$ cat src/common/mtc_consts.svh
// constants for the modem turnaround control block
`ifndef MTC_CONSTS_SVH
`define MTC_CONSTS_SVH
// timing
`define MTC_CLK_HZ     40000000
`define MTC_IGN_MS     250
`define MTC_IGN_CYC    ((`MTC_CLK_HZ / 1000) * `MTC_IGN_MS)
`define MTC_REP_PER_S  22
`define MTC_REP_CYC    (`MTC_CLK_HZ / `MTC_REP_PER_S)
`define MTC_IGN_W      24
`define MTC_REP_W      21
// received control codes
`define MTC_CODE_ETX   8'h03
`define MTC_CODE_EOT   8'h04
`define MTC_CODE_CTRLN 8'h0e
`define MTC_CODE_CTRLO 8'h0f
// data path
`define MTC_DATA_W     8
`define MTC_FIFO_D     8
`endif

$ cat src/common/mtc_pkg.sv
// types of the modem turnaround control block
`include "mtc_consts.svh"
package mtc_pkg;
  typedef enum logic [2:0] {
    MTC_MODE_OFF, MTC_MODE_DIRECT, MTC_MODE_FDX, MTC_MODE_CODE, MTC_MODE_SEC, MTC_MODE_IDLE
  } mtc_mode_e;
  typedef logic [`MTC_DATA_W-1:0] mtc_byte_t;
  typedef struct packed {
    logic [2:0]            cts_sy;
    logic [2:0]            dcd_sy;
    logic [2:0]            sec_sy;
    logic [2:0]            xrts_sy;
    logic [2:0]            brk_sy;
    logic                  cts_q;
    logic                  dcd_q;
    logic                  sec_q;
    logic                  xrts_q;
    logic                  brk_q;
    logic                  dcd_prev;
    logic                  rts;
    logic [`MTC_IGN_W-1:0] ign_cnt;
    logic                  gate_on;
    logic                  kb_lock;
    logic                  pend;
    mtc_byte_t             pend_data;
    logic                  sending;
    logic                  busy_d;
    logic                  tx_start;
    mtc_byte_t             tx_data;
    logic                  force_space;
    logic [`MTC_REP_W-1:0] rep_cnt;
    logic                  echo_valid;
    mtc_byte_t             echo_data;
  } mtc_state_s;
endpackage : mtc_pkg

$ cat src/mtc_turnaround.sv
// modem turnaround control with extension port buffer
//
// How it works
// - received bytes are always decoded, never held off by transmit handshake
// - rts announces intent to send; no character starts while cts is low
// - extension port peripheral may drive rts instead of own logic
// - no connection mode selected keeps rts low
// - direct connect raises rts before each character, drops it when sent
// - full duplex modem holds rts high
// - half duplex modem uses code or secondary turnaround, one direction
// - secondary mode: half duplex, method secondary, both code enables off
// - secondary mode raises rts on sec receive high and carrier fall
// - secondary receive low with carrier high clears rts unless the extension port drives it
// - secondary transmit line raised to let the host send
// - every rts change starts a 250 ms window ignoring received codes
// - code mode: half duplex, method code, at least one code enable on
// - code mode raises rts when carrier falls after turnaround code
// - turnaround code seen again drops rts; a character due in that same cycle still starts
// - received data is forwarded to extension port unless gated off
// - gated position: ctrl-o disables, ctrl-n enables forwarding
// - break key forces transmit data to spacing
// - every key transmits; half duplex echoes locally
// - held key repeats at 22 per second, limited by transmit rate
// - keyboard lock position: codes lock and unlock keyboard instead
`timescale 1ns/10ps
`include "mtc_consts.svh"

module mtc_fifo #(
  parameter int WIDTH = `MTC_DATA_W,
  parameter int DEPTH = `MTC_FIFO_D
) (
  // clock and reset
  input  wire logic             ref_clk,
  input  wire logic             rst,
  // filling side
  input  wire logic             in_valid,
  output logic                  in_ready,
  input  wire logic [WIDTH-1:0] in_data,
  // draining side
  output logic                  out_valid,
  input  wire logic             out_ready,
  output logic [WIDTH-1:0]      out_data
);
  localparam int AW = $clog2(DEPTH);
  typedef struct packed {
    logic [DEPTH-1:0][WIDTH-1:0] mem;
    logic [AW:0]                 wr;
    logic [AW:0]                 rd;
  } mtc_fifo_s;
  mtc_fifo_s st_r, st_nxt;
  logic full, empty;

  // full and empty from pointers with wrap bit
  assign empty     = (st_r.wr == st_r.rd);
  assign full      = (st_r.wr[AW-1:0] == st_r.rd[AW-1:0]) && (st_r.wr[AW] != st_r.rd[AW]);
  assign in_ready  = !full;
  assign out_valid = !empty;
  assign out_data  = st_r.mem[st_r.rd[AW-1:0]];

  // pointer and storage update
  always_comb begin
    st_nxt = st_r;
    if (in_valid && !full) begin
      st_nxt.mem[st_r.wr[AW-1:0]] = in_data;
      st_nxt.wr = st_r.wr + 1'b1;
    end
    if (out_ready && !empty) begin
      st_nxt.rd = st_r.rd + 1'b1;
    end
  end

  always_ff @(posedge ref_clk or posedge rst) begin
    if (rst) begin
      st_r <= '0;
    end else begin
      st_r <= st_nxt;
    end
  end
endmodule : mtc_fifo

module mtc_turnaround import mtc_pkg::*; #(
  parameter int IGNORE_CYCLES = `MTC_IGN_CYC,
  parameter int REPEAT_CYCLES = `MTC_REP_CYC
) (
  // clock and reset
  input  wire logic      ref_clk,
  input  wire logic      rst,
  // configuration switches
  input  wire logic      half_duplex_modem_select,
  input  wire logic      full_duplex_modem_select,
  input  wire logic      direct_connect_select,
  input  wire logic      turnaround_method_select,
  input  wire logic      eot_turnaround_enable,
  input  wire logic      etx_turnaround_enable,
  input  wire logic      extension_gate_select,
  input  wire logic      ext_rts_select,
  input  wire logic      fdx_mode,
  // modem and extension pins
  input  wire logic      cts_pin,
  input  wire logic      dcd_pin,
  input  wire logic      sec_rcve_pin,
  input  wire logic      ext_rts_pin,
  output logic           rts_out,
  output logic           sec_xmit_out,
  output logic           txd_force_space,
  // keyboard
  input  wire logic      break_key,
  input  wire logic      repeat_key,
  input  wire logic      key_valid,
  output logic           key_ready,
  input  wire mtc_byte_t key_data,
  output logic           keyboard_locked,
  output logic           echo_valid,
  output mtc_byte_t      echo_data,
  // transmit serializer
  output logic           tx_start,
  output mtc_byte_t      tx_data,
  input  wire logic      tx_busy,
  // receive deserializer
  input  wire logic      rx_valid,
  output logic           rx_ready,
  input  wire mtc_byte_t rx_data,
  output logic           cmd_ignoring,
  // extension port output stream
  output logic           ext_valid,
  input  wire logic      ext_ready,
  output mtc_byte_t      ext_data,
  output logic           ext_enabled
);
  mtc_state_s st_r, st_nxt;
  mtc_mode_e  mode;
  logic       ignoring, fifo_in_ready, fwd_valid, rx_take, cmd_ok, is_turn_code;
  logic       dcd_fall, rts_want, tx_done;

  localparam logic [`MTC_IGN_W-1:0] IGN_LOAD = IGNORE_CYCLES[`MTC_IGN_W-1:0];
  localparam logic [`MTC_REP_W-1:0] REP_LOAD = REPEAT_CYCLES[`MTC_REP_W-1:0];

  // connection mode from the switches
  always_comb begin
    if (half_duplex_modem_select) begin
      if (turnaround_method_select && (eot_turnaround_enable || etx_turnaround_enable)) begin
        mode = MTC_MODE_CODE;
      end else if (!turnaround_method_select && !eot_turnaround_enable && !etx_turnaround_enable) begin
        mode = MTC_MODE_SEC;
      end else begin
        mode = MTC_MODE_IDLE;
      end
    end else if (full_duplex_modem_select) begin
      mode = MTC_MODE_FDX;
    end else if (direct_connect_select) begin
      mode = MTC_MODE_DIRECT;
    end else begin
      mode = MTC_MODE_OFF;
    end
  end

  // receive side decode
  assign ignoring     = (st_r.ign_cnt != '0);
  assign rx_take      = rx_valid && rx_ready;
  assign cmd_ok       = rx_take && !ignoring;
  assign is_turn_code = (eot_turnaround_enable && rx_data == `MTC_CODE_EOT) ||
                        (etx_turnaround_enable && rx_data == `MTC_CODE_ETX);
  assign fwd_valid    = rx_valid && st_r.gate_on;
  assign rx_ready     = st_r.gate_on ? fifo_in_ready : 1'b1;
  assign dcd_fall     = st_r.dcd_prev && !st_r.dcd_q;
  assign tx_done      = st_r.busy_d && !tx_busy;

  // next state
  always_comb begin
    st_nxt = st_r;
    // three stage pin synchronisers, change taken when stages two and three agree
    st_nxt.cts_sy  = {st_r.cts_sy[1:0], cts_pin};
    st_nxt.dcd_sy  = {st_r.dcd_sy[1:0], dcd_pin};
    st_nxt.sec_sy  = {st_r.sec_sy[1:0], sec_rcve_pin};
    st_nxt.xrts_sy = {st_r.xrts_sy[1:0], ext_rts_pin};
    st_nxt.brk_sy  = {st_r.brk_sy[1:0], break_key};
    if (st_r.cts_sy[1] == st_r.cts_sy[2]) st_nxt.cts_q = st_r.cts_sy[2];
    if (st_r.dcd_sy[1] == st_r.dcd_sy[2]) st_nxt.dcd_q = st_r.dcd_sy[2];
    if (st_r.sec_sy[1] == st_r.sec_sy[2]) st_nxt.sec_q = st_r.sec_sy[2];
    if (st_r.xrts_sy[1] == st_r.xrts_sy[2]) st_nxt.xrts_q = st_r.xrts_sy[2];
    if (st_r.brk_sy[1] == st_r.brk_sy[2]) st_nxt.brk_q = st_r.brk_sy[2];
    st_nxt.dcd_prev    = st_r.dcd_q;
    st_nxt.busy_d      = tx_busy;
    st_nxt.force_space = st_r.brk_q;
    st_nxt.tx_start    = 1'b0;
    st_nxt.echo_valid  = 1'b0;

    // rts per mode
    rts_want = st_r.rts;
    unique case (mode)
      MTC_MODE_OFF:    rts_want = 1'b0;
      MTC_MODE_FDX:    rts_want = 1'b1;
      MTC_MODE_IDLE:   rts_want = 1'b0;
      MTC_MODE_DIRECT: begin
        if (st_r.pend && !st_r.sending) rts_want = 1'b1;
        else if (st_r.sending && tx_done && !st_r.pend) rts_want = 1'b0;
      end
      MTC_MODE_CODE: begin
        if (st_r.rts && cmd_ok && is_turn_code) rts_want = 1'b0;
        else if (!st_r.rts && dcd_fall) rts_want = 1'b1;
      end
      MTC_MODE_SEC: begin
        if (!st_r.sec_q && st_r.dcd_q) rts_want = 1'b0;
        else if (st_r.sec_q && dcd_fall) rts_want = 1'b1;
      end
    endcase
    if (ext_rts_select) rts_want = st_r.xrts_q;
    st_nxt.rts = rts_want;

    // ignore window restarts on every rts edge
    if (rts_want != st_r.rts) st_nxt.ign_cnt = IGN_LOAD;
    else if (ignoring) st_nxt.ign_cnt = st_r.ign_cnt - 1'b1;

    // extension gating or keyboard lock by remote codes
    if (cmd_ok && rx_data == `MTC_CODE_CTRLO) begin
      if (extension_gate_select) st_nxt.gate_on = 1'b0;
      else st_nxt.kb_lock = 1'b1;
    end else if (cmd_ok && rx_data == `MTC_CODE_CTRLN) begin
      if (extension_gate_select) st_nxt.gate_on = 1'b1;
      else st_nxt.kb_lock = 1'b0;
    end
    if (!extension_gate_select) st_nxt.gate_on = 1'b1;

    // key capture and auto repeat
    if (st_r.rep_cnt != '0) st_nxt.rep_cnt = st_r.rep_cnt - 1'b1;
    if (key_valid && key_ready) begin
      st_nxt.pend      = 1'b1;
      st_nxt.pend_data = key_data;
      st_nxt.rep_cnt   = REP_LOAD;
    end else if (repeat_key && !st_r.pend && !st_r.sending && st_r.rep_cnt == '0 && !st_r.kb_lock) begin
      st_nxt.pend    = 1'b1;
      st_nxt.rep_cnt = REP_LOAD;
    end

    // transmit completion
    if (tx_done) st_nxt.sending = 1'b0;

    // start a character only with rts up, cts up and no break
    if (st_r.pend && st_r.rts && st_r.cts_q && !st_r.brk_q && !st_r.sending && !tx_busy &&
        !(mode == MTC_MODE_SEC && !rts_want)) begin
      st_nxt.tx_start   = 1'b1;
      st_nxt.tx_data    = st_r.pend_data;
      st_nxt.pend       = 1'b0;
      st_nxt.sending    = 1'b1;
      st_nxt.echo_valid = !fdx_mode;
      st_nxt.echo_data  = st_r.pend_data;
    end
  end

  always_ff @(posedge ref_clk or posedge rst) begin
    if (rst) begin
      st_r         <= '0;
      st_r.gate_on <= 1'b1;
    end else begin
      st_r <= st_nxt;
    end
  end

  // outputs
  assign key_ready       = !st_r.pend && !st_r.kb_lock;
  assign rts_out         = st_r.rts;
  assign sec_xmit_out    = (mode == MTC_MODE_SEC) && !st_r.rts;
  assign txd_force_space = st_r.force_space;
  assign keyboard_locked = st_r.kb_lock;
  assign echo_valid      = st_r.echo_valid;
  assign echo_data       = st_r.echo_data;
  assign tx_start        = st_r.tx_start;
  assign tx_data         = st_r.tx_data;
  assign cmd_ignoring    = ignoring;
  assign ext_enabled     = st_r.gate_on;

  // extension port buffer
  mtc_fifo #(.WIDTH(`MTC_DATA_W), .DEPTH(`MTC_FIFO_D)) u_ext_fifo (
    .ref_clk   (ref_clk),
    .rst       (rst),
    .in_valid  (fwd_valid),
    .in_ready  (fifo_in_ready),
    .in_data   (rx_data),
    .out_valid (ext_valid),
    .out_ready (ext_ready),
    .out_data  (ext_data)
  );
endmodule : mtc_turnaround

$ cat config.mk
export PLATFORM = sky130hd
export DESIGN_NAME = mtc_turnaround
export DESIGN_NICKNAME = d
export VERILOG_FILES = /design/src/common/mtc_pkg.sv /design/src/mtc_turnaround.sv
export VERILOG_INCLUDE_DIRS = /design/src /design/src/common
export SDC_FILE = /design/constraint.sdc
export NUM_CORES = 1
export LEC_CHECK = 0
export BUFFER_PORTS_ARGS = -buffer_cell sky130_fd_sc_hd__buf_4
export CORE_ASPECT_RATIO = 1.25
export CORE_MARGIN = 2
export CORE_UTILIZATION = 55
export CTS_CLUSTER_SIZE = 28
export DETAILED_ROUTE_END_ITERATION = 6
export PLACE_DENSITY = 0.78
export SYNTH_ARGS = -nofsm -noshare
export SYNTH_HDL_FRONTEND = slang
export SYNTH_SLANG_ARGS = --single-unit
$ cat constraint.sdc
create_clock -name ref_clk -period 8.4 [get_ports ref_clk]
set_input_delay 0 -clock ref_clk [delete_from_list [all_inputs] [get_ports ref_clk]]
set_output_delay 0 -clock ref_clk [all_outputs]
set_load 0.05 [all_outputs]
== Yosys cells after proc, flatten, opt, wreduce, memory -nomap -nowiden ==
Cells that the tools add are included.

* Output and inout port bits: 35
* Input bits: 37
* Flip-flop bits (word level): 163
* Logic and storage cells: 168

* Multiplexer cells: 38
* Reductions and logical operators: 68
* Eq/ne operators: 21
* Add/sub/neg operators: 4
* $lt $le $gt $ge: 3

{| class="wikitable"
|+ Operators by type and width
! kind !! count
|-
| $bwmux W64 || 1
|-
| $mux W21 || 3
|-
| $mux W24 || 2
|-
| $logic_and A1 B1 Y1 || 38
|-
| $bmux W8 S3 || 1
|-
| $demux W8 S3 || 1
|-
| $reduce_bool A24 Y1 || 1
|-
| $sub A24 B1 Y24 const B || 1
|-
| $logic_not A21 Y1 || 1
|-
| $reduce_bool A21 Y1 || 1
|-
| $sub A21 B1 Y21 const B || 1
|-
| $mux W1 || 20
|-
| $mux W9 || 2
|-
| $logic_not A1 Y1 || 17
|-
| $eq A8 B4 Y1 const B || 2
|-
| $mux W8 || 2
|-
| $add A4 B1 Y4 const B || 2
|-
| $eq A8 B2 Y1 const B || 1
|-
| $eq A8 B3 Y1 const B || 1
|-
| $lt A3 B4 Y1 const B || 2
|-
| $eq A3 B2 Y1 const B || 2
|-
| $eq A3 B3 Y1 const B || 2
|-
| $mux W2 || 3
|-
| $mux W3 || 2
|-
| other kinds (15) || 25
|}

== Depth between registers and ports, before layout ==
* Word-level depth: 16
* Depth in mapped cells: 9
* Depth with buffers taken out: 7

== Cells and area by module ==
A second synthesis with hierarchy kept.

* Cell total of the unflattened synthesis: 610
* Area total of the unflattened synthesis: 7743.7 µm²

{| class="wikitable"
|+ Modules (own cells, without submodules)
! module !! cells each !! instances !! sequential area each (µm²) !! area an instance (µm²)
|-
| mtc_turnaround || 401 || 1 || 2278.4 || 4207.8
|-
| mtc_fifo || 209 || 1 || 1801.7 || 3535.9
|}

== Least setup slack after synthesis ==
OpenSTA, ideal clock, no wires.

* Path kind: register to register
* From: register st_r[56] (netlist name)
* To: register st_r[54] (netlist name)
* Arrival: 2504 ps
* Buffers on the path: 3
* Path slack: 5740 ps
* Stages on the path, launching flop included: 10
* Clock period less this slack: 2660 ps
* Setup time: 156 ps
* Required time: 8244 ps
* Cell sequence: dfrtp_1 > or3_1 > buf_2 > or4_1 > buf_2 > clkbuf_1 > nor3_4 > inv_1 > mux2i_1 > a21boi_0

* Longest elaborated chain between the ends: 10
* Elaborated cells on any way between the ends: 11
* Classes of those cells: eq/ne (1); mux (4); reduce/logical (6)

{| class="wikitable"
|+ RTL lines
! what !! RTL line !! RTL
|-
| start, declared || mtc_turnaround.sv:130 || <nowiki>mtc_state_s st_r, st_nxt;</nowiki>
|-
| start signal, assigned || mtc_turnaround.sv:255 || <nowiki>st_r <= st_nxt;</nowiki>
|-
| $reduce_bool A24 Y1 * || mtc_turnaround.sv:158 || <nowiki>assign ignoring = (st_r.ign_cnt != '0);</nowiki>
|-
| named net cmd_ignoring || mtc_turnaround.sv:123 || <nowiki>output logic cmd_ignoring,</nowiki>
|-
| $logic_not A1 Y1 || mtc_turnaround.sv:160 || <nowiki>assign cmd_ok = rx_take && !ignoring;</nowiki>
|-
| $logic_and A1 B1 Y1 || mtc_turnaround.sv:160 ||
|-
| $logic_and A1 B1 Y1 (2 in a row) || mtc_turnaround.sv:199 || <nowiki>if (st_r.rts && cmd_ok && is_turn_code) rts_want = 1'b0;</nowiki>
|-
| $mux W1 || mtc_turnaround.sv:199 ||
|-
| $pmux W1 S5 || mtc_turnaround.sv:190 || <nowiki>unique case (mode)</nowiki>
|-
| $mux W1 || mtc_turnaround.sv:207 || <nowiki>if (ext_rts_select) rts_want = st_r.xrts_q;</nowiki>
|-
| $ne A1 B1 Y1 || mtc_turnaround.sv:211 || <nowiki>if (rts_want != st_r.rts) st_nxt.ign_cnt = IGN_LOAD;</nowiki>
|-
| $mux W24 or $reduce_bool A2 Y1 (tied branches) || -- ||
|}

Mark *: on every way through the listed nets, which the timed path passes. The rest lies on a longest branch.
A chain may end at the register's enable or synchronous reset.

== Worst setup path in the final report ==
* From: register u_ext_fifo.st_r[1] (netlist name)
* To: register st_r[65] (netlist name)

* Longest elaborated chain between the ends: 13
* Elaborated cells on any way between the ends: 14
* Classes of those cells: eq/ne (2); mux (5); reduce/logical (7)

{| class="wikitable"
|+ RTL lines
! what !! RTL line !! RTL
|-
| start, declared || mtc_turnaround.sv:50 || <nowiki>mtc_fifo_s st_r, st_nxt;</nowiki>
|-
| start signal, assigned || mtc_turnaround.sv:76 || <nowiki>st_r <= st_nxt;</nowiki>
|-
| $eq A3 B3 Y1 * || mtc_turnaround.sv:55 || <nowiki>assign full = (st_r.wr[AW-1:0] == st_r.rd[AW-1:0]) && (st_r.wr[AW] != st_r.rd[AW]);</nowiki>
|-
| $logic_and A1 B1 Y1 * || mtc_turnaround.sv:55 ||
|-
| $logic_not A1 Y1 * || mtc_turnaround.sv:56 || <nowiki>assign in_ready = !full;</nowiki>
|-
| $mux W1 * || mtc_turnaround.sv:164 || <nowiki>assign rx_ready = st_r.gate_on ? fifo_in_ready : 1'b1;</nowiki>
|-
| $logic_and A1 B1 Y1 * || mtc_turnaround.sv:159 || <nowiki>assign rx_take = rx_valid && rx_ready;</nowiki>
|-
| $logic_and A1 B1 Y1 * || mtc_turnaround.sv:160 ||
|-
| $logic_and A1 B1 Y1 * (2 in a row) || mtc_turnaround.sv:199 ||
|-
| $mux W1 * || mtc_turnaround.sv:199 ||
|-
| $pmux W1 S5 * || mtc_turnaround.sv:190 ||
|-
| $mux W1 * || mtc_turnaround.sv:207 ||
|-
| $ne A1 B1 Y1 * || mtc_turnaround.sv:211 ||
|-
| $mux W24 or $reduce_bool A2 Y1 (tied branches) || -- ||
|}

Every way passes the cells marked *; elsewhere a longest branch is shown, timed or not.

==> reports/qor.txt <==
CP Class = flip-flop to flip-flop
Crit start category = flip-flop
Slew @ Worst Pin = 1.24 ns
Detail Placement HPWL = 11000 um
Post-Synthesis Cells = 598
Final setup TNS = 0 ns
Maximum vdd drop = 0.000383 V
Fmax = 0.318 GHz
Hold WC Path Type = primary input to flip-flop
DIE HEIGHT = 135 um
Min Hold Slack = 0.0863 ns
Period utilization = 37.4%
WP data required = 8.66 ns
Root buf cell = clkbuf_16
Yosys warning total = 0
Final core occ = 66.2%
Asr flop ratio synth = 100%
CTS HTree Levels = 4
TritonRoute pass-1 iters = 5
Antenna viol nets, final = 0
Initial core utilization = 55.6%
WP data arrival = 3.40 ns
Slew Viols, Final = 0
Vias in the first global route = 5330
Die area = 14800 sq um
Worst path slowest cell = dfrtp_1
DR WL/cell = 19.5 um
Outcome = finished, final reports clean
Hold Crit Endpoint = rts_out
Worst Clk Skew = 0.0132 ns
Core footprint = 13700 sq um
DR vias = 5245
Pre-CTS setup slack = 5.25 ns
CTS max path bufs = 2
First-pass GRT wire length = 27400 um
CTS tree = done
Final setup viols = 0
Die X = 109 um
Count of input and output buffers = 71
Reg-to-reg slack, setup = 5.26 ns
Register area share after synthesis = 53.6%
Worst-path clk slew = 0.06 ns
CTS sink count = 163
Drt drc = 0
Reg2Reg Capture Point = st_r[65]
Synth Flop Type = dfrtp_1
Overflow left after global routing = 0
Fillers = 983
Post-Route WL = 16900 um
Tot GR Track Use = 24.4%
CTS Buf Count = 17
Ant diodes = 0
Post-synthesis area per instance = 12.7 sq um
1st-iter DRT viols = 408
Buf/Inv on CP = 1
Crit Reg-Reg Startpoint = u_ext_fifo.st_r[1]
Synth Net Count = 640
Max_cap viols = 0
Endpoint class of the critical path = flip-flop
Post-synth EDFFs = 0
Post-Place Cell Area = 8170 sq um
RD Place Congestion = 0.811
Worst Hold Path Cells = 4
Fin nets = 721
#FFs+latches synth = 163
Fin crit period = 3.14 ns
Normalized max-slew margin = 17.1%
Worst r2r path cells = 6
Final design area excluding fillers = 9060 sq um
Worst skew pair latency = 0.43 ns
Vias per cell = 6.05
# rows = 48
I/O pin cnt = 72
Min-delay src = full_duplex_modem_select
CP delay by family, top = compound AO/OA/AOI/OAI gates
CP peak stage delay = 0.94 ns
Post-CTS Resized = 0
Final hold vios = 0
Layout cells sized above 1 = 32.8%
Worst setup margin = 5.26 ns
CP max FO = 20
P&R area growth vs syn = 19.1%
Pwr dens = 373 nW/um^2
Initial antenna violation count = 0
RSZ-0062 raised after global routing = false
Yosys cell types = 61
Crit-path cells = xor2_1 > nor4_1 > a2111oi_1 > buf_4 > a211oi_1 > o21ai_0
Synth Cell Area = 7610 sq um
Pin count of the biggest net entering global routing = 94
Leak = 0.00374 uW
-- per-stage QoR --
stage / power (uW) / std cells
final: 3380 / 867
after global routing: 3540 / 867
after CTS: 3400 / 867
after detailed placement: 2580 / 806
after global placement: 2510 / 806
after floorplan: 2280 / 598
-- layout make-up --
| class | instances | area (sq um) | share of cell area, % |
|---|---|---|---|
| Inverter | 11 | 46.3 | 0.511 |
| Multi-Input combinational cell | 380 | 3240 | 35.8 |
| Tap cell | 175 | 219 | 2.42 |
| Sequential cell | 163 | 4080 | 45.0 |
| Clock inverter | 11 | 154 | 1.70 |
| Timing Repair Buffer | 106 | 868 | 9.58 |
| Clock buffer | 21 | 450 | 4.97 |
-- repair_timing --
action,in CTS,in global routing
hold endpoints to repair,155,0
hold buffers,29,0
buffers inserted,0,0
-- sequential cells by signal (all words and copies together) (netlist names) --
register and count:
st_nxt 12, echo_data 8, tx_start 1, keyboard_locked 1, st_r 65, rts_out 1, u_ext_fifo.st_r 72, ext_enabled 1
txd_force_space 1, echo_valid 1
-- worst min-delay path, stage by stage --
cell	delay [ns]
buf_4	0.09
a21oi_1	0.06
and2_1	0.18
a21oi_1	0.13
-- placed cells by master, fill, tap and decap left out, types with 4 or more instances in the layout --
cell type	n
nand4_1	4
nand3_1	6
mux2_2	87
or2_2	6
or3_1	13
ha_1	5
xnor2_1	11
a21oi_1	10
and2_1	5
nor4_1	10
or4_1	20
nand2b_1	7
mux4_2	16
clkbuf_16	17
inv_1	10
maj3_1	5
nand4b_1	4
nand2_1	22
xor2_1	14
nor2_1	22
o211ai_1	11
dfrtp_1	162
o2111ai_1	4
a211oi_1	5
dlygate4sd3_1	29
o21ai_0	19
o31ai_1	19
clkinv_4	4
buf_4	77
a22oi_1	12
nor3_1	5
-- where the power goes --
group          total, uW  switching, uW  internal [uW]  leakage [uW]
logic               1320            724            595       0.00152
registers           1280            226           1050       0.00193
clock network        789            311            478      0.000293
-- synth_stat cells, types with 7 or more instances --
library cell,n,area (sq um)
nor4_1,10,62.6
buf_4,18,135
mux4_2,16,360
nand2b_1,7,43.8
inv_1,11,41.3
o31ai_1,19,143
dfrtp_1,162,4050
buf_2,8,40.0
a21oi_1,10,50.1
or4_1,20,150
nor2_1,22,82.6
o21ai_0,19,95.1
a22oi_1,12,90.1
clkbuf_1,16,60.1
xnor2_1,11,96.3
nand2_1,22,82.6
mux2_2,87,980
or3_1,13,81.3
o211ai_1,11,82.6
xor2_1,14,123
-- worst max-delay path by stage --
stage,end,slack [ns],start,depth (start not counted)
5_1_grt,st_r[62],4.99,u_ext_fifo.st_r[1],6
2_1_floorplan,echo_data[0],4.00,rst,1
3_5_place_dp,st_r[62],5.25,u_ext_fifo.st_r[1],6
3_3_place_gp,st_r[27],5.39,st_r[11],5
4_1_cts,st_r[65],5.23,u_ext_fifo.st_r[1],6
6_report,st_r[65],5.26,u_ext_fifo.st_r[1],6
-- per-layer routing --
metal  vias up  global-route usage, %  part of all wire [%]
met2       145                   40.1                    52
met3        27                   5.29                   4.0
met5         -                      0                     0
met1      2687                   31.6                    42
li1       2386                      -                     -
met4         0                   9.92                   2.1
-- cell families after synthesis --
kind of cell	after synthesis	synth area share [%]
AOI/OAI and AO/OA	97	8.91
and+or+nand+nor	144	11.5
xor gates and xnor gates	25	2.88
DFF	163	53.6
buffers and inverters	55	3.83
muxes	104	17.7
adders and majority gates	10	1.48
Power figures use the tool's default switching activity.
